`src/rtl/dcd_cfg.svh`:
```
// constants for the counter / digital io / status block
// assumes: included by the modules by bare name
`ifndef DCD_CFG_SVH
`define DCD_CFG_SVH
// register byte offsets (byte address = offset * 4 on apb)
`define DCD_OFS_STATUS   6'h07
`define DCD_OFS_PORT_A   6'h08
`define DCD_OFS_PORT_B   6'h09
`define DCD_OFS_PORT_C   6'h0A
`define DCD_OFS_DIO_CTL  6'h0B
`define DCD_OFS_CNT_LO   6'h0C
`define DCD_OFS_CNT_MID  6'h0D
`define DCD_OFS_CNT_HI   6'h0E
`define DCD_OFS_CMD      6'h0F
`define DCD_OFS_REV      6'h10
`define DCD_OFS_CNT_CTL  6'h11
// digital io control fields
`define DCD_BIT_PIN_SEL  7
`define DCD_BIT_DIR_A    4
`define DCD_BIT_DIR_CH   3
`define DCD_BIT_DIR_B    1
`define DCD_BIT_DIR_CL   0
`define DCD_DIO_CTL_RST  8'h9B
// counter command fields
`define DCD_BIT_SEL      7
`define DCD_BIT_LATCH    6
`define DCD_BIT_GT_DIS   5
`define DCD_BIT_GT_EN    4
`define DCD_BIT_CT_DIS   3
`define DCD_BIT_CT_EN    2
`define DCD_BIT_LOAD     1
`define DCD_BIT_ZERO     0
// counter clock control fields
`define DCD_BIT_C1_SRC   7
`define DCD_BIT_C1_RATE  6
`define DCD_BIT_C0_RATE  5
// rates: 200 MHz system clock
`define DCD_CLK_HZ       200000000
`define DCD_DIV_10M      (`DCD_CLK_HZ / 10000000)
`define DCD_DIV_1M       (`DCD_CLK_HZ / 1000000)
`define DCD_DIV_100K     (`DCD_CLK_HZ / 100000)
`endif

```
`src/rtl/dcd_pkg.sv`:
```
// types for the counter / digital io / status block
// assumes: nothing beyond the cfg header
package dcd_pkg;
	typedef logic [7:0]  dcd_byte_t;
	typedef logic [23:0] dcd_cnt_t;
	typedef enum logic { DCD_SRC_INT, DCD_SRC_EXT } dcd_src_e;
endpackage : dcd_pkg

```
`src/rtl/dcd_rate_gen.sv`:
```
// rate generator: one-cycle enables at 10 MHz, 1 MHz and 100 kHz
// assumes: single system clock, synchronous reset
`timescale 1ns/1ps
`include "dcd_cfg.svh"
module dcd_rate_gen
	import dcd_pkg::*;
(
	input  wire logic clk_i,
	input  wire logic rst_i,
	output logic      en_10m_o,
	output logic      en_1m_o,
	output logic      en_100k_o
);
	logic [4:0]  div10_q;
	logic [3:0]  div1_q;
	logic [6:0]  div100_q;

	// cascaded so all three enables stay phase aligned
	always_ff @(posedge clk_i) begin
		if (rst_i) begin
			div10_q   <= 5'h0;
			div1_q    <= 4'h0;
			div100_q  <= 7'h0;
			en_10m_o  <= 1'b0;
			en_1m_o   <= 1'b0;
			en_100k_o <= 1'b0;
		end else begin
			en_10m_o  <= 1'b0;
			en_1m_o   <= 1'b0;
			en_100k_o <= 1'b0;
			if (div10_q == 5'(`DCD_DIV_10M - 1)) begin
				div10_q  <= 5'h0;
				en_10m_o <= 1'b1;
				if (div1_q == 4'(`DCD_DIV_1M / `DCD_DIV_10M - 1)) begin
					div1_q  <= 4'h0;
					en_1m_o <= 1'b1;
				end else begin
					div1_q <= div1_q + 4'h1;
				end
				if (div100_q == 7'(`DCD_DIV_100K / `DCD_DIV_10M - 1)) begin
					div100_q  <= 7'h0;
					en_100k_o <= 1'b1;
				end else begin
					div100_q <= div100_q + 7'h1;
				end
			end else begin
				div10_q <= div10_q + 5'h1;
			end
		end
	end
endmodule : dcd_rate_gen

```
`src/rtl/dcd_down_counter.sv`:
```
// one down-counter with load, zero, count enable and gate enable
// assumes: commands arrive as one-cycle pulses, tick is a one-cycle enable
`timescale 1ns/1ps
`include "dcd_cfg.svh"
module dcd_down_counter
	import dcd_pkg::*;
#(
	parameter int W = 24
)(
	input  wire logic         clk_i,
	input  wire logic         rst_i,
	input  wire logic         tick_i,
	input  wire logic         gate_i,
	input  wire logic         load_i,
	input  wire logic [W-1:0] load_val_i,
	input  wire logic         zero_i,
	input  wire logic         ct_en_i,
	input  wire logic         ct_dis_i,
	input  wire logic         gt_en_i,
	input  wire logic         gt_dis_i,
	output logic [W-1:0]      count_o,
	output logic              out_o
);
	logic run_q;
	logic gated_q;
	logic step;

	always_ff @(posedge clk_i) begin
		if (rst_i) begin
			run_q <= 1'b0;
		end else if (ct_en_i) begin
			run_q <= 1'b1;
		end else if (ct_dis_i) begin
			run_q <= 1'b0;
		end
	end

	always_ff @(posedge clk_i) begin
		if (rst_i) begin
			gated_q <= 1'b0;
		end else if (gt_en_i) begin
			gated_q <= 1'b1;
		end else if (gt_dis_i) begin
			gated_q <= 1'b0;
		end
	end

	// gate low pauses only while gating is on
	assign step = tick_i && run_q && (!gated_q || gate_i);

	always_ff @(posedge clk_i) begin
		if (rst_i) begin
			count_o <= '0;
		end else if (load_i) begin
			count_o <= load_val_i;
		end else if (zero_i) begin
			count_o <= '0;
		end else if (step) begin
			count_o <= count_o - W'(1);
		end
	end

	// terminal pulse: one cycle when a step reaches zero
	always_ff @(posedge clk_i) begin
		if (rst_i) begin
			out_o <= 1'b0;
		end else begin
			out_o <= step && (count_o == W'(1));
		end
	end
endmodule : dcd_down_counter

```
`src/rtl/dcd_top.sv`:
```
// counter, digital io and status block behind an apb slave
// assumes: apb master on SYS_CLK_I; pins and status sources are asynchronous
//
// Function
// - status upper nibble shows dma, timer, digital io, analog pending flags
// - status low nibble shows the current analog channel
// - ports a, b, c read and write at consecutive offsets
// - direction bits: 0 makes lines outputs, 1 makes them inputs
// - pin select 0 puts gate 0, gate 1, clock 1, out 0 on c4..c7
// - pin select 1: c7..c4 follow upper c direction; else fixed directions
// - pin select resets to 1
// - counter byte writes only fill staging; load command moves them
// - counter byte reads return latched value, not staged bytes
// - counter 0 is 24 bits, counter 1 is 16 bits
// - loading counter 1 ignores the staged high byte
// - bit 7 picks counter; each set bit of 6..0 picks an operation, several may act at once
// - latch copies selected counter into readback bytes
// - latching counter 1 keeps the high readback byte
// - gating enable makes counting follow the gate; disable removes it
// - count enable decrements on each input pulse
// - count disable ignores input pulses
// - load copies staged bytes into the selected counter
// - clear sets the selected counter to zero
// - staged bytes may be written in any order
// - revision register shows major and minor nibbles
// - counter 0 input is 10 MHz or 1 MHz by rate select
// - counter 1 input is internal 10 MHz/100 kHz or the external pin
`timescale 1ns/1ps
`include "dcd_cfg.svh"
module dcd_top
	import dcd_pkg::*;
#(
	parameter logic [7:0] REVISION = 8'h13 // arbitrary value
)(
	input  wire logic        SYS_CLK_I,
	input  wire logic        SRST_I,
	input  wire logic        PSEL_I,
	input  wire logic        PENABLE_I,
	input  wire logic        PWRITE_I,
	input  wire logic [7:0]  PADDR_I,
	input  wire logic [31:0] PWDATA_I,
	input  wire logic [3:0]  PSTRB_I,
	output logic      [31:0] PRDATA_O,
	output logic             PREADY_O,
	output logic             PSLVERR_O,
	input  wire logic        DMA_PENDING_FLAG_I,
	input  wire logic        TIMER_PENDING_FLAG_I,
	input  wire logic        DIGITAL_IO_PENDING_FLAG_I,
	input  wire logic        ANALOG_PENDING_FLAG_I,
	input  wire logic [3:0]  CURRENT_ANALOG_CHANNEL_I,
	input  wire logic [7:0]  PORT_A_I,
	output logic      [7:0]  PORT_A_O,
	output logic      [7:0]  PORT_A_OE_O,
	input  wire logic [7:0]  PORT_B_I,
	output logic      [7:0]  PORT_B_O,
	output logic      [7:0]  PORT_B_OE_O,
	input  wire logic [7:0]  PORT_C_I,
	output logic      [7:0]  PORT_C_O,
	output logic      [7:0]  PORT_C_OE_O
);
	// ****************************************
	// input synchronisers
	// ****************************************
	logic [31:0] sync1_q;
	logic [31:0] sync2_q;

	always_ff @(posedge SYS_CLK_I) begin
		sync1_q <= {DMA_PENDING_FLAG_I, TIMER_PENDING_FLAG_I, DIGITAL_IO_PENDING_FLAG_I,
			ANALOG_PENDING_FLAG_I, CURRENT_ANALOG_CHANNEL_I, PORT_A_I, PORT_B_I, PORT_C_I};
		sync2_q <= sync1_q;
	end

	dcd_byte_t status_s;
	dcd_byte_t pa_in;
	dcd_byte_t pb_in;
	dcd_byte_t pc_in;
	assign status_s = sync2_q[31:24];
	assign pa_in    = sync2_q[23:16];
	assign pb_in    = sync2_q[15:8];
	assign pc_in    = sync2_q[7:0];

	// ****************************************
	// apb decode
	// ****************************************
	// byte offset n sits at byte address 4*n; one-cycle access phase
	function automatic logic [5:0] word_ix(input logic [7:0] a);
		return a[7:2];
	endfunction : word_ix

	logic       acc;
	logic       wr;
	logic [5:0] ix;
	dcd_byte_t  wb;
	logic       known;
	assign acc = PSEL_I && PENABLE_I;
	assign ix  = word_ix(PADDR_I);
	// byte lane 0 carries the 8-bit registers
	assign wr  = acc && PWRITE_I && PSTRB_I[0] && known && (PADDR_I[1:0] == 2'b00);
	assign wb  = PWDATA_I[7:0];

	always_comb begin
		unique case (ix)
			6'(`DCD_OFS_STATUS), 6'(`DCD_OFS_PORT_A), 6'(`DCD_OFS_PORT_B),
			6'(`DCD_OFS_PORT_C), 6'(`DCD_OFS_DIO_CTL), 6'(`DCD_OFS_CNT_LO),
			6'(`DCD_OFS_CNT_MID), 6'(`DCD_OFS_CNT_HI), 6'(`DCD_OFS_CMD),
			6'(`DCD_OFS_REV), 6'(`DCD_OFS_CNT_CTL): known = 1'b1;
			default: known = 1'b0;
		endcase
	end

	// ****************************************
	// software registers
	// ****************************************
	dcd_byte_t pa_q;
	dcd_byte_t pb_q;
	dcd_byte_t pc_q;
	dcd_byte_t dio_ctl_q;
	dcd_byte_t cnt_ctl_q;
	dcd_byte_t stage_lo_q;
	dcd_byte_t stage_mid_q;
	dcd_byte_t stage_hi_q;

	always_ff @(posedge SYS_CLK_I) begin
		if (SRST_I) begin
			pa_q <= 8'h00;
			pb_q <= 8'h00;
			pc_q <= 8'h00;
		end else if (wr) begin
			if (ix == 6'(`DCD_OFS_PORT_A)) pa_q <= wb;
			if (ix == 6'(`DCD_OFS_PORT_B)) pb_q <= wb;
			if (ix == 6'(`DCD_OFS_PORT_C)) pc_q <= wb;
		end
	end

	always_ff @(posedge SYS_CLK_I) begin
		if (SRST_I) begin
			dio_ctl_q <= `DCD_DIO_CTL_RST;
		end else if (wr && ix == 6'(`DCD_OFS_DIO_CTL)) begin
			dio_ctl_q <= wb;
		end
	end

	always_ff @(posedge SYS_CLK_I) begin
		if (SRST_I) begin
			cnt_ctl_q <= 8'h00;
		end else if (wr && ix == 6'(`DCD_OFS_CNT_CTL)) begin
			cnt_ctl_q <= wb;
		end
	end

	// each staging byte stands alone, so write order is free
	always_ff @(posedge SYS_CLK_I) begin
		if (SRST_I) begin
			stage_lo_q  <= 8'h00;
			stage_mid_q <= 8'h00;
			stage_hi_q  <= 8'h00;
		end else if (wr) begin
			if (ix == 6'(`DCD_OFS_CNT_LO))  stage_lo_q  <= wb;
			if (ix == 6'(`DCD_OFS_CNT_MID)) stage_mid_q <= wb;
			if (ix == 6'(`DCD_OFS_CNT_HI))  stage_hi_q  <= wb;
		end
	end

	// ****************************************
	// command decode
	// ****************************************
	logic      cmd_wr;
	logic      sel;
	logic [1:0] tgt;
	assign cmd_wr = wr && ix == 6'(`DCD_OFS_CMD);
	assign sel    = wb[`DCD_BIT_SEL];
	assign tgt    = {cmd_wr && sel, cmd_wr && !sel};

	// a command byte acts on each set op bit, except zero when load is set and a disable when its enable is set
	function automatic logic [1:0] op(input logic [1:0] t, input dcd_byte_t b,
		input int unsigned bitn);
		return t & {2{b[bitn]}};
	endfunction : op

	logic [1:0] do_latch;
	logic [1:0] do_gdis;
	logic [1:0] do_gen;
	logic [1:0] do_cdis;
	logic [1:0] do_cen;
	logic [1:0] do_load;
	logic [1:0] do_zero;
	assign do_latch = op(tgt, wb, `DCD_BIT_LATCH);
	assign do_gdis  = op(tgt, wb, `DCD_BIT_GT_DIS);
	assign do_gen   = op(tgt, wb, `DCD_BIT_GT_EN);
	assign do_cdis  = op(tgt, wb, `DCD_BIT_CT_DIS);
	assign do_cen   = op(tgt, wb, `DCD_BIT_CT_EN);
	assign do_load  = op(tgt, wb, `DCD_BIT_LOAD);
	assign do_zero  = op(tgt, wb, `DCD_BIT_ZERO);

	// ****************************************
	// clock sources
	// ****************************************
	logic     en_10m;
	logic     en_1m;
	logic     en_100k;
	logic     ext_clk_d1_q;
	logic     ext_tick;
	logic     tick0;
	logic     tick1;
	dcd_src_e c1_src;

	dcd_rate_gen u_rate (
		.clk_i     (SYS_CLK_I),
		.rst_i     (SRST_I),
		.en_10m_o  (en_10m),
		.en_1m_o   (en_1m),
		.en_100k_o (en_100k)
	);

	logic pin_sel;
	assign pin_sel = dio_ctl_q[`DCD_BIT_PIN_SEL];

	// rising edge of clock 1 pin, taken after the synchroniser
	always_ff @(posedge SYS_CLK_I) begin
		if (SRST_I) begin
			ext_clk_d1_q <= 1'b0;
		end else begin
			ext_clk_d1_q <= pc_in[6];
		end
	end
	assign ext_tick = !pin_sel && pc_in[6] && !ext_clk_d1_q;

	assign tick0  = cnt_ctl_q[`DCD_BIT_C0_RATE] ? en_1m : en_10m;
	assign c1_src = cnt_ctl_q[`DCD_BIT_C1_SRC] ? DCD_SRC_EXT : DCD_SRC_INT;
	assign tick1  = (c1_src == DCD_SRC_EXT) ? ext_tick :
		(cnt_ctl_q[`DCD_BIT_C1_RATE] ? en_100k : en_10m);

	// ****************************************
	// counters
	// ****************************************
	logic [23:0] cnt0;
	logic [15:0] cnt1;
	logic        out0;

	dcd_down_counter #(.W(24)) u_cnt0 (
		.clk_i      (SYS_CLK_I),
		.rst_i      (SRST_I),
		.tick_i     (tick0),
		.gate_i     (!pin_sel && pc_in[4]),
		.load_i     (do_load[0]),
		.load_val_i ({stage_hi_q, stage_mid_q, stage_lo_q}),
		.zero_i     (do_zero[0]),
		.ct_en_i    (do_cen[0]),
		.ct_dis_i   (do_cdis[0]),
		.gt_en_i    (do_gen[0]),
		.gt_dis_i   (do_gdis[0]),
		.count_o    (cnt0),
		.out_o      (out0)
	);

	dcd_down_counter #(.W(16)) u_cnt1 (
		.clk_i      (SYS_CLK_I),
		.rst_i      (SRST_I),
		.tick_i     (tick1),
		.gate_i     (!pin_sel && pc_in[5]),
		.load_i     (do_load[1]),
		.load_val_i ({stage_mid_q, stage_lo_q}),
		.zero_i     (do_zero[1]),
		.ct_en_i    (do_cen[1]),
		.ct_dis_i   (do_cdis[1]),
		.gt_en_i    (do_gen[1]),
		.gt_dis_i   (do_gdis[1]),
		.count_o    (cnt1),
		.out_o      ()
	);

	// ****************************************
	// latch readback
	// ****************************************
	dcd_cnt_t latched_q;

	always_ff @(posedge SYS_CLK_I) begin
		if (SRST_I) begin
			latched_q <= 24'h000000;
		end else if (do_latch[0]) begin
			latched_q <= cnt0;
		end else if (do_latch[1]) begin
			latched_q[15:0] <= cnt1;
		end
	end

	// out 0 is stretched so the pulse survives slow external sampling
	logic out0_q;
	always_ff @(posedge SYS_CLK_I) begin
		if (SRST_I) begin
			out0_q <= 1'b0;
		end else if (out0) begin
			out0_q <= 1'b1;
		end else if (tick0) begin
			out0_q <= 1'b0;
		end
	end

	// ****************************************
	// pin drivers
	// ****************************************
	always_ff @(posedge SYS_CLK_I) begin
		if (SRST_I) begin
			PORT_A_OE_O <= 8'h00;
			PORT_B_OE_O <= 8'h00;
			PORT_C_OE_O <= 8'h00;
		end else begin
			PORT_A_OE_O      <= {8{!dio_ctl_q[`DCD_BIT_DIR_A]}};
			PORT_B_OE_O      <= {8{!dio_ctl_q[`DCD_BIT_DIR_B]}};
			PORT_C_OE_O[3:0] <= {4{!dio_ctl_q[`DCD_BIT_DIR_CL]}};
			if (pin_sel) begin
				PORT_C_OE_O[7:4] <= {4{!dio_ctl_q[`DCD_BIT_DIR_CH]}};
			end else begin
				PORT_C_OE_O[7:4] <= 4'h8;
			end
		end
	end

	always_ff @(posedge SYS_CLK_I) begin
		if (SRST_I) begin
			PORT_A_O <= 8'h00;
			PORT_B_O <= 8'h00;
			PORT_C_O <= 8'h00;
		end else begin
			PORT_A_O <= pa_q;
			PORT_B_O <= pb_q;
			PORT_C_O <= pin_sel ? pc_q : {out0_q, pc_q[6:0]};
		end
	end

	// ****************************************
	// apb read and answer
	// ****************************************
	dcd_byte_t rd;
	always_comb begin
		rd = 8'h00;
		unique case (ix)
			6'(`DCD_OFS_STATUS):  rd = status_s;
			6'(`DCD_OFS_PORT_A):  rd = pa_in;
			6'(`DCD_OFS_PORT_B):  rd = pb_in;
			6'(`DCD_OFS_PORT_C):  rd = pc_in;
			6'(`DCD_OFS_DIO_CTL): rd = dio_ctl_q;
			6'(`DCD_OFS_CNT_LO):  rd = latched_q[7:0];
			6'(`DCD_OFS_CNT_MID): rd = latched_q[15:8];
			6'(`DCD_OFS_CNT_HI):  rd = latched_q[23:16];
			6'(`DCD_OFS_REV):     rd = REVISION;
			6'(`DCD_OFS_CNT_CTL): rd = cnt_ctl_q;
			default:              rd = 8'h00;
		endcase
	end

	always_ff @(posedge SYS_CLK_I) begin
		if (SRST_I) begin
			PREADY_O  <= 1'b0;
			PSLVERR_O <= 1'b0;
			PRDATA_O  <= 32'h00000000;
		end else if (PSEL_I && !PENABLE_I) begin
			PREADY_O  <= 1'b1;
			PSLVERR_O <= !known || (PADDR_I[1:0] != 2'b00);
			PRDATA_O  <= PWRITE_I ? 32'h00000000 : {24'h000000, rd};
		end else begin
			PREADY_O  <= 1'b0;
			PSLVERR_O <= 1'b0;
		end
	end
endmodule : dcd_top

```
`config.mk`:
```
export PLATFORM = sky130hd
export DESIGN_NAME = dcd_top
export DESIGN_NICKNAME = d
export VERILOG_FILES = /design/src/rtl/dcd_pkg.sv /design/src/rtl/dcd_rate_gen.sv /design/src/rtl/dcd_down_counter.sv /design/src/rtl/dcd_top.sv
export VERILOG_INCLUDE_DIRS = /design/src /design/src/rtl
export SDC_FILE = /design/constraint.sdc
export NUM_CORES = 1
export LEC_CHECK = 0
export CORE_MARGIN = 1.5
export CORE_UTILIZATION = 35
export DETAILED_ROUTE_END_ITERATION = 6
export DONT_BUFFER_PORTS = 1
export MAX_ROUTING_LAYER = met4
export PLACE_DENSITY = 0.47
export SLEW_MARGIN = 20
export SYNTH_ARGS = -nofsm -noshare
export SYNTH_HDL_FRONTEND = slang
export SYNTH_HIERARCHICAL = 1
export SYNTH_SLANG_ARGS = --single-unit
```
`constraint.sdc`:
```
create_clock -name SYS_CLK_I -period 2.85 [get_ports SYS_CLK_I]
set_clock_uncertainty 0.05 [all_clocks]
set_input_delay 0.4275 -clock SYS_CLK_I [delete_from_list [all_inputs] [get_ports SYS_CLK_I]]
set_output_delay 0.4275 -clock SYS_CLK_I [all_outputs]
set_load 0.005 [all_outputs]
```
==> reports/summary.txt, run 1 <==
Design Area, Final -> 12,800 um^2
Port-buffer cells -> 0
Final Hold Fails -> 0
WL/cell -> 20.5 um
die outline height -> 179 um
multi-input logic area -> 5050 um^2
grt peak-use layer -> met2
Syn Inst Count -> 1,088
RSZ-0062 raised after global routing -> no
vias per cell -> 5.29
vias in the first global route -> 7,824
maximum VDD drop -> 0.390 mV
min-delay src -> PWDATA_I[5]
Startpoint Class -> register
die width -> 179 um
DP Wirelength -> 20,200 um
commonest non-fill, non-tap cell in the layout -> dfxtp_1
WP data arrival -> 2.80 ns
pin count of the biggest net entering global routing -> 134
crit-path max FO -> 6
final worst setup slack -> 0.439 ns
Max Buffers Root-to-Sink -> 3
PwrDens -> 614 nW/um^2
hold path cells -> 2
Final #Nets -> 1,215
Leak -> 4.67 nW
pre-CTS setup slack -> 0.226 ns
Slew @ Worst Pin -> 0.742 ns
worst hold endpoint -> stage_lo_q[5]$_SDFFE_PP0P_
CP endpoint kind -> register
TritonCTS Sinks -> 257
Crit-path slowest cell -> dfxtp_1
final number of max-transition violations -> 0
gr usage total -> 0.204
Critical R2R Capture -> u_cnt1/count_o[10]$_SDFFE_PP0P_
H-tree lvl count -> 1
Reg2Reg Launch Point -> cnt_ctl_q[6]$_SDFFE_PP0P_
DRC -> 0
post-route ant nets -> 0
GR Layer Usage met3 -> 0.0382
Clk pin slew, worst setup/hold paths -> 0.07 ns
placed insts -> 1,420
HP Class -> in2reg
core area -> 30,500 um^2
Fillers -> 2,986
layout cells sized above 1 -> 0.116
Top-Level Pins -> 163
Max Freq -> 415 MHz
worst reg2reg path depth -> 7
worst-path cell chain -> mux2i_1 -> o21ai_0 -> nand2_1 -> nor2_1 -> buf_4 -> a41o_1 -> a211oi_1
outcome -> finished clean
most frequent cells in the layout -> dfxtp_1, nor2_1, mux2i_1, dlygate4sd3_1, a21oi_1
grt total ovfl -> 0
Routed WL -> 31,800 um
initial core utilization -> 0.354
non-filler cells, final -> 1,549
CTS tree -> done
Placer Congestion -> 0.865
TritonRoute pass-1 iters -> 5
Syn Area/Cell -> 9.93 um^2
Area Overhead vs Synth -> 18.0%
placed instance area -> 11,000 um^2
initial antenna violation count -> 3
die footprint -> 31,900 um^2
first-pass GRT wire length -> 48,000 um
r2r setup slk -> 0.44 ns
met2 GRT Util -> 0.320
Clock Latency Late Sink -> 0.55 ns
via total after detailed routing -> 8,198
critical path class -> reg2reg
CTS buffer count -> 28
Post-Syn Area -> 10,800 um^2
met1 Use GR -> 0.269
Root Driver -> clkbuf_16
Worst EP required -> 3.24 ns
Period minus WS final -> 2.41 ns
setup_tns -> 0 ns
max incr delay on CP -> 0.48 ns
Final period util -> 0.846
Max-slew headroom -> 0.502
Ys Warns -> 6
initial DRC count -> 631
register area -> 5140 um^2
row count -> 64
MaxCap Viol Count -> 0
Setup Viol. Count Final -> 0
timing repair:
| item | 4_1_cts | 5_1_grt |
|---|---|---|
| setup buffers | 0 | 0 |
| hold buffers | 75 | 0 |
| resized for setup | 0 | 0 |
| hold endpoints to repair | 197 | 0 |
through the flow:
step,utilization,total power [mW],hold slack [ns]
floorplan,-,3.93,0.260
detailed placement,0.359,3.86,0.262
CTS,0.418,7.93,0.000951
global placement,0.359,3.86,0.262
global route,0.418,8.09,0.00554
finish,0.418,7.83,0.0324
area by class of cell:
cell class	instances	share of cell area
inverter	17	0.00500
multi-input combinational	723	0.396
sequential	257	0.403
antenna	2	0.000393
clock inverter	18	0.0203
tap	396	0.0389
timing repair buffer	102	0.0761
clock buffer	34	0.0599
worst max-delay path: cells and delay by family, from the launching register on:
family	cells	cell delay, ns
AO/OA/AOI/OAI	3	0.74
flip-flops	1	0.48
AND/OR/NAND/NOR	2	0.39
multiplexers	1	0.47
buffers and inverters	1	0.16
report_power, final:
part / leakage [nW] / total [mW] / internal, mW / switching [mW]
sequential: 2.10 / 3.66 / 3.65 / 0.0173
clock: 0.476 / 3.94 / 2.38 / 1.55
combinational: 2.10 / 0.227 / 0.100 / 0.126
total: 4.67 / 7.83 / 6.13 / 1.70
how the worst max path moves through the flow:
stage / from / slack [ns] / cells after the start / to
finish: cnt_ctl_q[6]$_SDFFE_PP0P_ / 0.44 / 7 / u_cnt1/count_o[10]$_SDFFE_PP0P_
global route: cnt_ctl_q[6]$_SDFFE_PP0P_ / 0.35 / 7 / u_cnt1/count_o[10]$_SDFFE_PP0P_
CTS: cnt_ctl_q[6]$_SDFFE_PP0P_ / 0.43 / 7 / u_cnt1/count_o[10]$_SDFFE_PP0P_
detailed placement: PADDR_I[7] / 0.23 / 9 / u_cnt0/count_o[19]$_SDFFE_PP0P_
global placement: PADDR_I[7] / 0.24 / 9 / u_cnt0/count_o[19]$_SDFFE_PP0P_
floorplan: PADDR_I[7] / 0.009 / 12 / u_cnt0/count_o[20]$_SDFFE_PP0P_
state kept, by name, summed over array words and instances (netlist names), 8 cells and up:
signal,flops
stage_mid_q,8
cnt_ctl_q,8
PRDATA_O,8
pb_q,8
u_cnt1/count_o,16
sync2_q,32
stage_lo_q,8
pa_q,8
PORT_C_O,8
dio_ctl_q,8
latched_q,24
pc_q,8
PORT_B_O,8
PORT_A_O,8
sync1_q,32
u_cnt0/count_o,24
stage_hi_q,8
layer usage:
metal / part of all wire / vias up
li1: - / 3949
met1: 0.46 / 3951
met2: 0.45 / 248
met3: 0.067 / 50
met4: 0.024 / 0
met5: 0 / -
Power figures use the tool's default switching activity.
==> inputs of run 2 (changes only) <==
==> constraint.sdc (replaced) <==
create_clock -name SYS_CLK_I -period 2.21 [get_ports SYS_CLK_I]
set_clock_uncertainty 0.05 [all_clocks]
set_input_delay 0.3315 -clock SYS_CLK_I [delete_from_list [all_inputs] [get_ports SYS_CLK_I]]
set_output_delay 0.3315 -clock SYS_CLK_I [all_outputs]
set_load 0.005 [all_outputs]
==> run 2 against run 1 <==
Compared with the run above: critical path depth up 2; combinational power up 24%; register-to-register slack worse by 0.32 ns; critical endpoint is now u_cnt0/run_q$_SDFFE_PP0P_; sequential power up 29%; cell count up 5.2%; sequential share of layout area down 2.2 points; largest cell class unchanged; non-clock buffer count up 82; clock-buffer cell count up 1; critical path type is now in2reg; routed wire length up 2.8%; clock power up 20%; die area unchanged.
==> reports/summary.txt, run 2 (synthesis results as in run 1) <==
outcome -> finished clean
post-route ant nets -> 0
H-tree lvl count -> 1
Port-buffer cells -> 0
TritonCTS Sinks -> 257
placed instance area -> 11,300 um^2
RSZ-0062 raised after global routing -> no
Final Hold Fails -> 0
critical path class -> in2reg
Clock Latency Late Sink -> 0.55 ns
r2r setup slk -> 0.12 ns
via total after detailed routing -> 8,562
maximum VDD drop -> 0.670 mV
Clk pin slew, worst setup/hold paths -> 0.06 ns
DRC -> 0
Setup Viol. Count Final -> 0
CTS tree -> done
die footprint -> 31,900 um^2
Critical R2R Capture -> u_cnt1/count_o[9]$_SDFFE_PP0P_
initial core utilization -> 0.354
CP endpoint kind -> register
Final period util -> 0.952
commonest non-fill, non-tap cell in the layout -> dfxtp_1
Fillers -> 2,974
min-delay src -> SRST_I
core area -> 30,500 um^2
Final #Nets -> 1,298
die outline height -> 179 um
gr usage total -> 0.211
max incr delay on CP -> 0.55 ns
vias per cell -> 5.25
Crit. Startpoint -> PADDR_I[0]
worst reg2reg path depth -> 8
HP Class -> in2reg
grt total ovfl -> 0
first-pass GRT wire length -> 49,800 um
crit-path max FO -> 4
Slew @ Worst Pin -> 0.772 ns
layout cells sized above 1 -> 0.147
worst-path cell chain -> or3_4 -> nor4_4 -> nor2b_4 -> buf_4 -> and2_1 -> inv_1 -> a21oi_1 -> nor2_1 -> dlygate4sd3_1
most frequent cells in the layout -> dfxtp_1, dlygate4sd3_1, nor2_1, mux2i_1, a21oi_1
Max Freq -> 475 MHz
row count -> 64
largest registers -> sync1_q (32), sync2_q (32)
final number of max-transition violations -> 0
post-layout util -> 0.442
initial antenna violation count -> 0
pin count of the biggest net entering global routing -> 102
hold path cells -> 3
Design Area, Final -> 13,500 um^2
Routed WL -> 32,700 um
Area Overhead vs Synth -> 24.7%
vias in the first global route -> 8,376
WL/cell -> 20.0 um
Hold WS -> 0.0239 ns
Worst Setup EP -> u_cnt0/run_q$_SDFFE_PP0P_
Leak -> 5.20 nW
CTS buffer count -> 29
Root Driver -> clkbuf_16
Startpoint Class -> primary input
Max Buffers Root-to-Sink -> 3
PwrDens -> 723 nW/um^2
Period minus WS final -> 2.10 ns
Top-Level Pins -> 163
DP Wirelength -> 20,800 um
Max-slew headroom -> 0.484
Placer Congestion -> 0.861
die width -> 179 um
initial DRC count -> 576
Reg2Reg Launch Point -> cnt_ctl_q[6]$_SDFFE_PP0P_
WP data arrival -> 2.49 ns
TritonRoute pass-1 iters -> 7
MaxCap Viol Count -> 0
Crit-path slowest cell -> dlygate4sd3_1
Worst EP required -> 2.60 ns
-- run 2: cell count changes in the layout (fill, tap and decap cells not counted), sizes merged --
cell	delta
buf	+40
dlygate4sd3	+42
bufinv	-3
diode	-1
clkbuf	+1
clkinvlp	-5
inv	-1
clkinv	+8
-- run 2: power by group --
group,internal [mW],switching [mW]
sequential,4.70,0.0252
combinational,0.133,0.149
clock,2.76,1.97
total,7.60,2.15
-- run 2: routing by layer --
layer  global-route usage  wire, um  vias up
met5                    -         0        -
met4               0.0622       782        0
met3               0.0327      1820       52
met2                0.343     15300      249
met1                0.272     14800     4154
li1                     -         -     4107
-- run 2: layout make-up --
class | instances | area (um^2) | share of cell area
diodes | 1 | 2.50 | 0.000186
clock buffers | 35 | 788 | 0.0585
multi-input cells | 723 | 5100 | 0.379
well taps | 396 | 495 | 0.0368
flip-flops and latches | 257 | 5140 | 0.382
repair buffers | 184 | 1730 | 0.128
clock inverters | 17 | 148 | 0.0110
inverters | 17 | 63.8 | 0.00474
-- run 2: repair_timing --
item | CTS | global route
gates resized for setup | 0 | 4
setup buffers | 0 | 0
endpoints found under the hold margin | 208 | 0
endpoints found under the setup margin | 0 | 3
hold buffers | 117 | 0
-- run 2: how the worst min path moves through the flow --
stage          slack (ns)                               to
5_1_grt              0.03  u_cnt0/count_o[17]$_SDFFE_PP0P_
2_1_floorplan        0.26               sync2_q[0]$_DFF_P_
3_3_place_gp         0.26               sync2_q[7]$_DFF_P_
3_5_place_dp         0.26              sync2_q[15]$_DFF_P_
4_1_cts             0.002      u_cnt1/gated_q$_SDFFE_PP0P_
6_report             0.02  u_cnt0/count_o[17]$_SDFFE_PP0P_
-- run 2: worst max-delay path: cells and delay by family --
family / cells / cell delay [ns]
and+or+nand+nor: 5 / 1.29
AOI/OAI and AO/OA: 1 / 0.13
buffers and inverters: 3 / 0.74
-- run 2: per-stage QoR --
step / power, mW / setup TNS [ns] / cells / setup WS [ns]
after floorplan: 5.07 / -3.18 / 1111 / -0.215
after global placement: 4.98 / -6.05 / 1460 / -0.224
after detailed placement: 4.98 / -6.34 / 1460 / -0.230
after CTS: 9.84 / 0 / 1629 / 0.0777
after global routing: 10.1 / 0 / 1629 / 0.00874
final: 9.75 / 0 / 1630 / 0.105
==> inputs of run 3 (changes only) <==
--- a/config.mk
+++ b/config.mk
@@ -7,11 +7,11 @@
 export NUM_CORES = 1
 export LEC_CHECK = 0
 export CORE_MARGIN = 1.5
-export CORE_UTILIZATION = 35
+export CORE_UTILIZATION = 30
 export DETAILED_ROUTE_END_ITERATION = 6
 export DONT_BUFFER_PORTS = 1
 export MAX_ROUTING_LAYER = met4
-export PLACE_DENSITY = 0.47
+export PLACE_DENSITY = 0.41
 export SLEW_MARGIN = 20
 export SYNTH_ARGS = -nofsm -noshare
 export SYNTH_HDL_FRONTEND = slang
==> run 3 against run 2 <==
Compared with the run above: sequential share of layout area decreased by 0.18 points; non-clock buffer count fell by 4; critical path type is now reg2reg; combinational power increased by 6%; critical endpoint is now u_cnt0/count_o[20]$_SDFFE_PP0P_; power down 0.11%.
==> reports/summary.txt, run 3 (synthesis results as in run 1) <==
outcome -> finished clean
final number of max-transition violations -> 0
CP bufs+invs -> 0
DP Wirelength -> 21,900 um
Period minus WS final -> 2.12 ns
Leak -> 5.17 nW
TritonCTS Sinks -> 257
critical path class -> reg2reg
Crit-path slowest cell -> dfxtp_1
Hold WS -> 0.0343 ns
Root Driver -> clkbuf_16
die footprint -> 37,200 um^2
Critical R2R Capture -> u_cnt0/count_o[20]$_SDFFE_PP0P_
Top-Level Pins -> 163
DRC -> 0
crit-path max FO -> 5
post-layout util -> 0.382
Flop pwr share -> 0.485
PwrDens -> 719 nW/um^2
RSZ-0062 raised after global routing -> no
Port-buffer cells -> 0
WL/cell -> 20.3 um
Area Overhead vs Synth -> 25.3%
min-delay src -> SRST_I
TritonRoute pass-1 iters -> 5
r2r setup slk -> 0.09 ns
Comb power frac -> 0.031
maximum VDD drop -> 0.599 mV
clock power share -> 0.484
placed insts -> 1,520
Max Buffers Root-to-Sink -> 3
max incr delay on CP -> 0.44 ns
vias per cell -> 5.00
Clk pin slew, worst setup/hold paths -> 0.06 ns
die width -> 193 um
vias in the first global route -> 8,355
core area -> 35,500 um^2
grt total ovfl -> 0
sw frac -> 0.216
Slew @ Worst Pin -> 0.890 ns
CTS tree -> done
worst-path cell chain -> nor2b_1 -> and2b_2 -> or2_2 -> nor4_2 -> xor2_1 -> a22o_2
Pwr Total -> 9.74 mW
WP data arrival -> 2.51 ns
post-route ant nets -> 0
gr usage total -> 0.192
initial antenna violation count -> 3
H-tree lvl count -> 1
Startpoint Class -> register
worst reg2reg path depth -> 6
commonest non-fill, non-tap cell in the layout -> dfxtp_1
Final period util -> 0.959
hold path cells -> 3
non-filler cells, final -> 1,691
Max-slew headroom -> 0.405
Max Freq -> 472 MHz
Final #Nets -> 1,294
Pint -> 7.63 mW
sw power -> 2.10 mW
die outline height -> 193 um
Setup Viol. Count Final -> 0
most frequent cells in the layout -> dfxtp_1, dlygate4sd3_1, nor2_1, mux2i_1, a21oi_1
HP Class -> in2reg
Placer Congestion -> 0.817
row count -> 69
CP endpoint kind -> register
Worst EP required -> 2.60 ns
first-pass GRT wire length -> 51,800 um
worst hold endpoint -> u_cnt0/count_o[17]$_SDFFE_PP0P_
via total after detailed routing -> 8,457
Routed WL -> 34,400 um
Final Hold Fails -> 0
CTS buffer count -> 29
MaxCap Viol Count -> 0
Reg2Reg Launch Point -> dio_ctl_q[7]$_SDFFE_PP1P_
initial DRC count -> 453
largest registers -> sync1_q (32), sync2_q (32)
layout cells sized above 1 -> 0.134
pin count of the biggest net entering global routing -> 100
initial core utilization -> 0.305
family with the most delay on the worst path -> simple AND/OR/NAND/NOR gates
Clock Latency Late Sink -> 0.56 ns
==> run 3: cell count changes in the layout (fill, tap and decap cells not counted), sizes merged <==
cell	delta
buf	-5
clkbuf	+8
clkinv	-6
clkinvlp	-2
diode	+2
dlygate4sd3	+1
inv	-2
==> run 3: cell type report <==
cell class,count,area [um^2]
inverters,17,63.8
multi-input cells,723,5090
clock inverters,7,85.1
fillers,3579,21900
well taps,461,577
clock buffers,43,828
diodes,3,7.51
flip-flops and latches,257,5140
repair buffers,180,1740
==> run 3: metal layers <==
| layer | GRT usage | up-vias | wire length [um] |
|---|---|---|---|
| li1 | - | 4102 | - |
| met1 | 0.245 | 4104 | 15700 |
| met2 | 0.298 | 190 | 15600 |
| met3 | 0.0415 | 61 | 2090 |
| met4 | 0.0641 | 0 | 945 |
| met5 | - | - | 0 |
==> run 3: metrics by stage <==
| step | area [um^2] | TNS (ns) | setup slack [ns] |
|---|---|---|---|
| global placement | 11400 | -1.19 | -0.112 |
| detailed placement | 11400 | -1.31 | -0.124 |
| global route | 13500 | 0 | 0.0278 |
| floorplan | 11000 | -3.18 | -0.215 |
| CTS | 13500 | 0 | 0.0283 |
| finish | 13500 | 0 | 0.0902 |
==> run 3: worst reg2reg max path, stage by stage, from the launching register on <==
cell     delay, ns
dfxtp_1       0.44
nor2b_1       0.23
and2b_2       0.30
or2_2         0.37
nor4_2        0.29
xor2_1        0.10
a22o_2        0.23
==> run 3: worst max-delay path by stage <==
stage	startpoint	end	slack, ns	depth (start not counted)
floorplan	PADDR_I[7]	u_cnt0/count_o[20]$_SDFFE_PP0P_	-0.22	11
global placement	PADDR_I[0]	u_cnt0/count_o[13]$_SDFFE_PP0P_	-0.11	9
detailed placement	PADDR_I[0]	u_cnt0/count_o[13]$_SDFFE_PP0P_	-0.12	9
CTS	u_rate/en_10m_o$_SDFF_PP0_	u_cnt1/count_o[4]$_SDFFE_PP0P_	0.03	8
global route	u_cnt0/count_o[0]$_SDFFE_PP0P_	u_cnt0/count_o[20]$_SDFFE_PP0P_	0.03	7
finish	dio_ctl_q[7]$_SDFFE_PP1P_	u_cnt0/count_o[20]$_SDFFE_PP0P_	0.09	6
==> run 3: power by group through the flow <==
stage	clock, mW	sequential, mW	combinational (mW)
6_report	4.71	4.73	0.299
5_1_grt	5.04	4.73	0.321
4_1_cts	4.85	4.73	0.299
3_5_place_dp	0	4.83	0.149
3_3_place_gp	0	4.83	0.148
2_1_floorplan	0	4.82	0.256
==> run 3: what timing repair did <==
item / CTS / global route
buffers inserted: 0 / 0
endpoints found under the hold margin: 207 / 0
hold buffers: 118 / 0
gates resized for setup: 0 / 3
endpoints found under the setup margin: 0 / 18
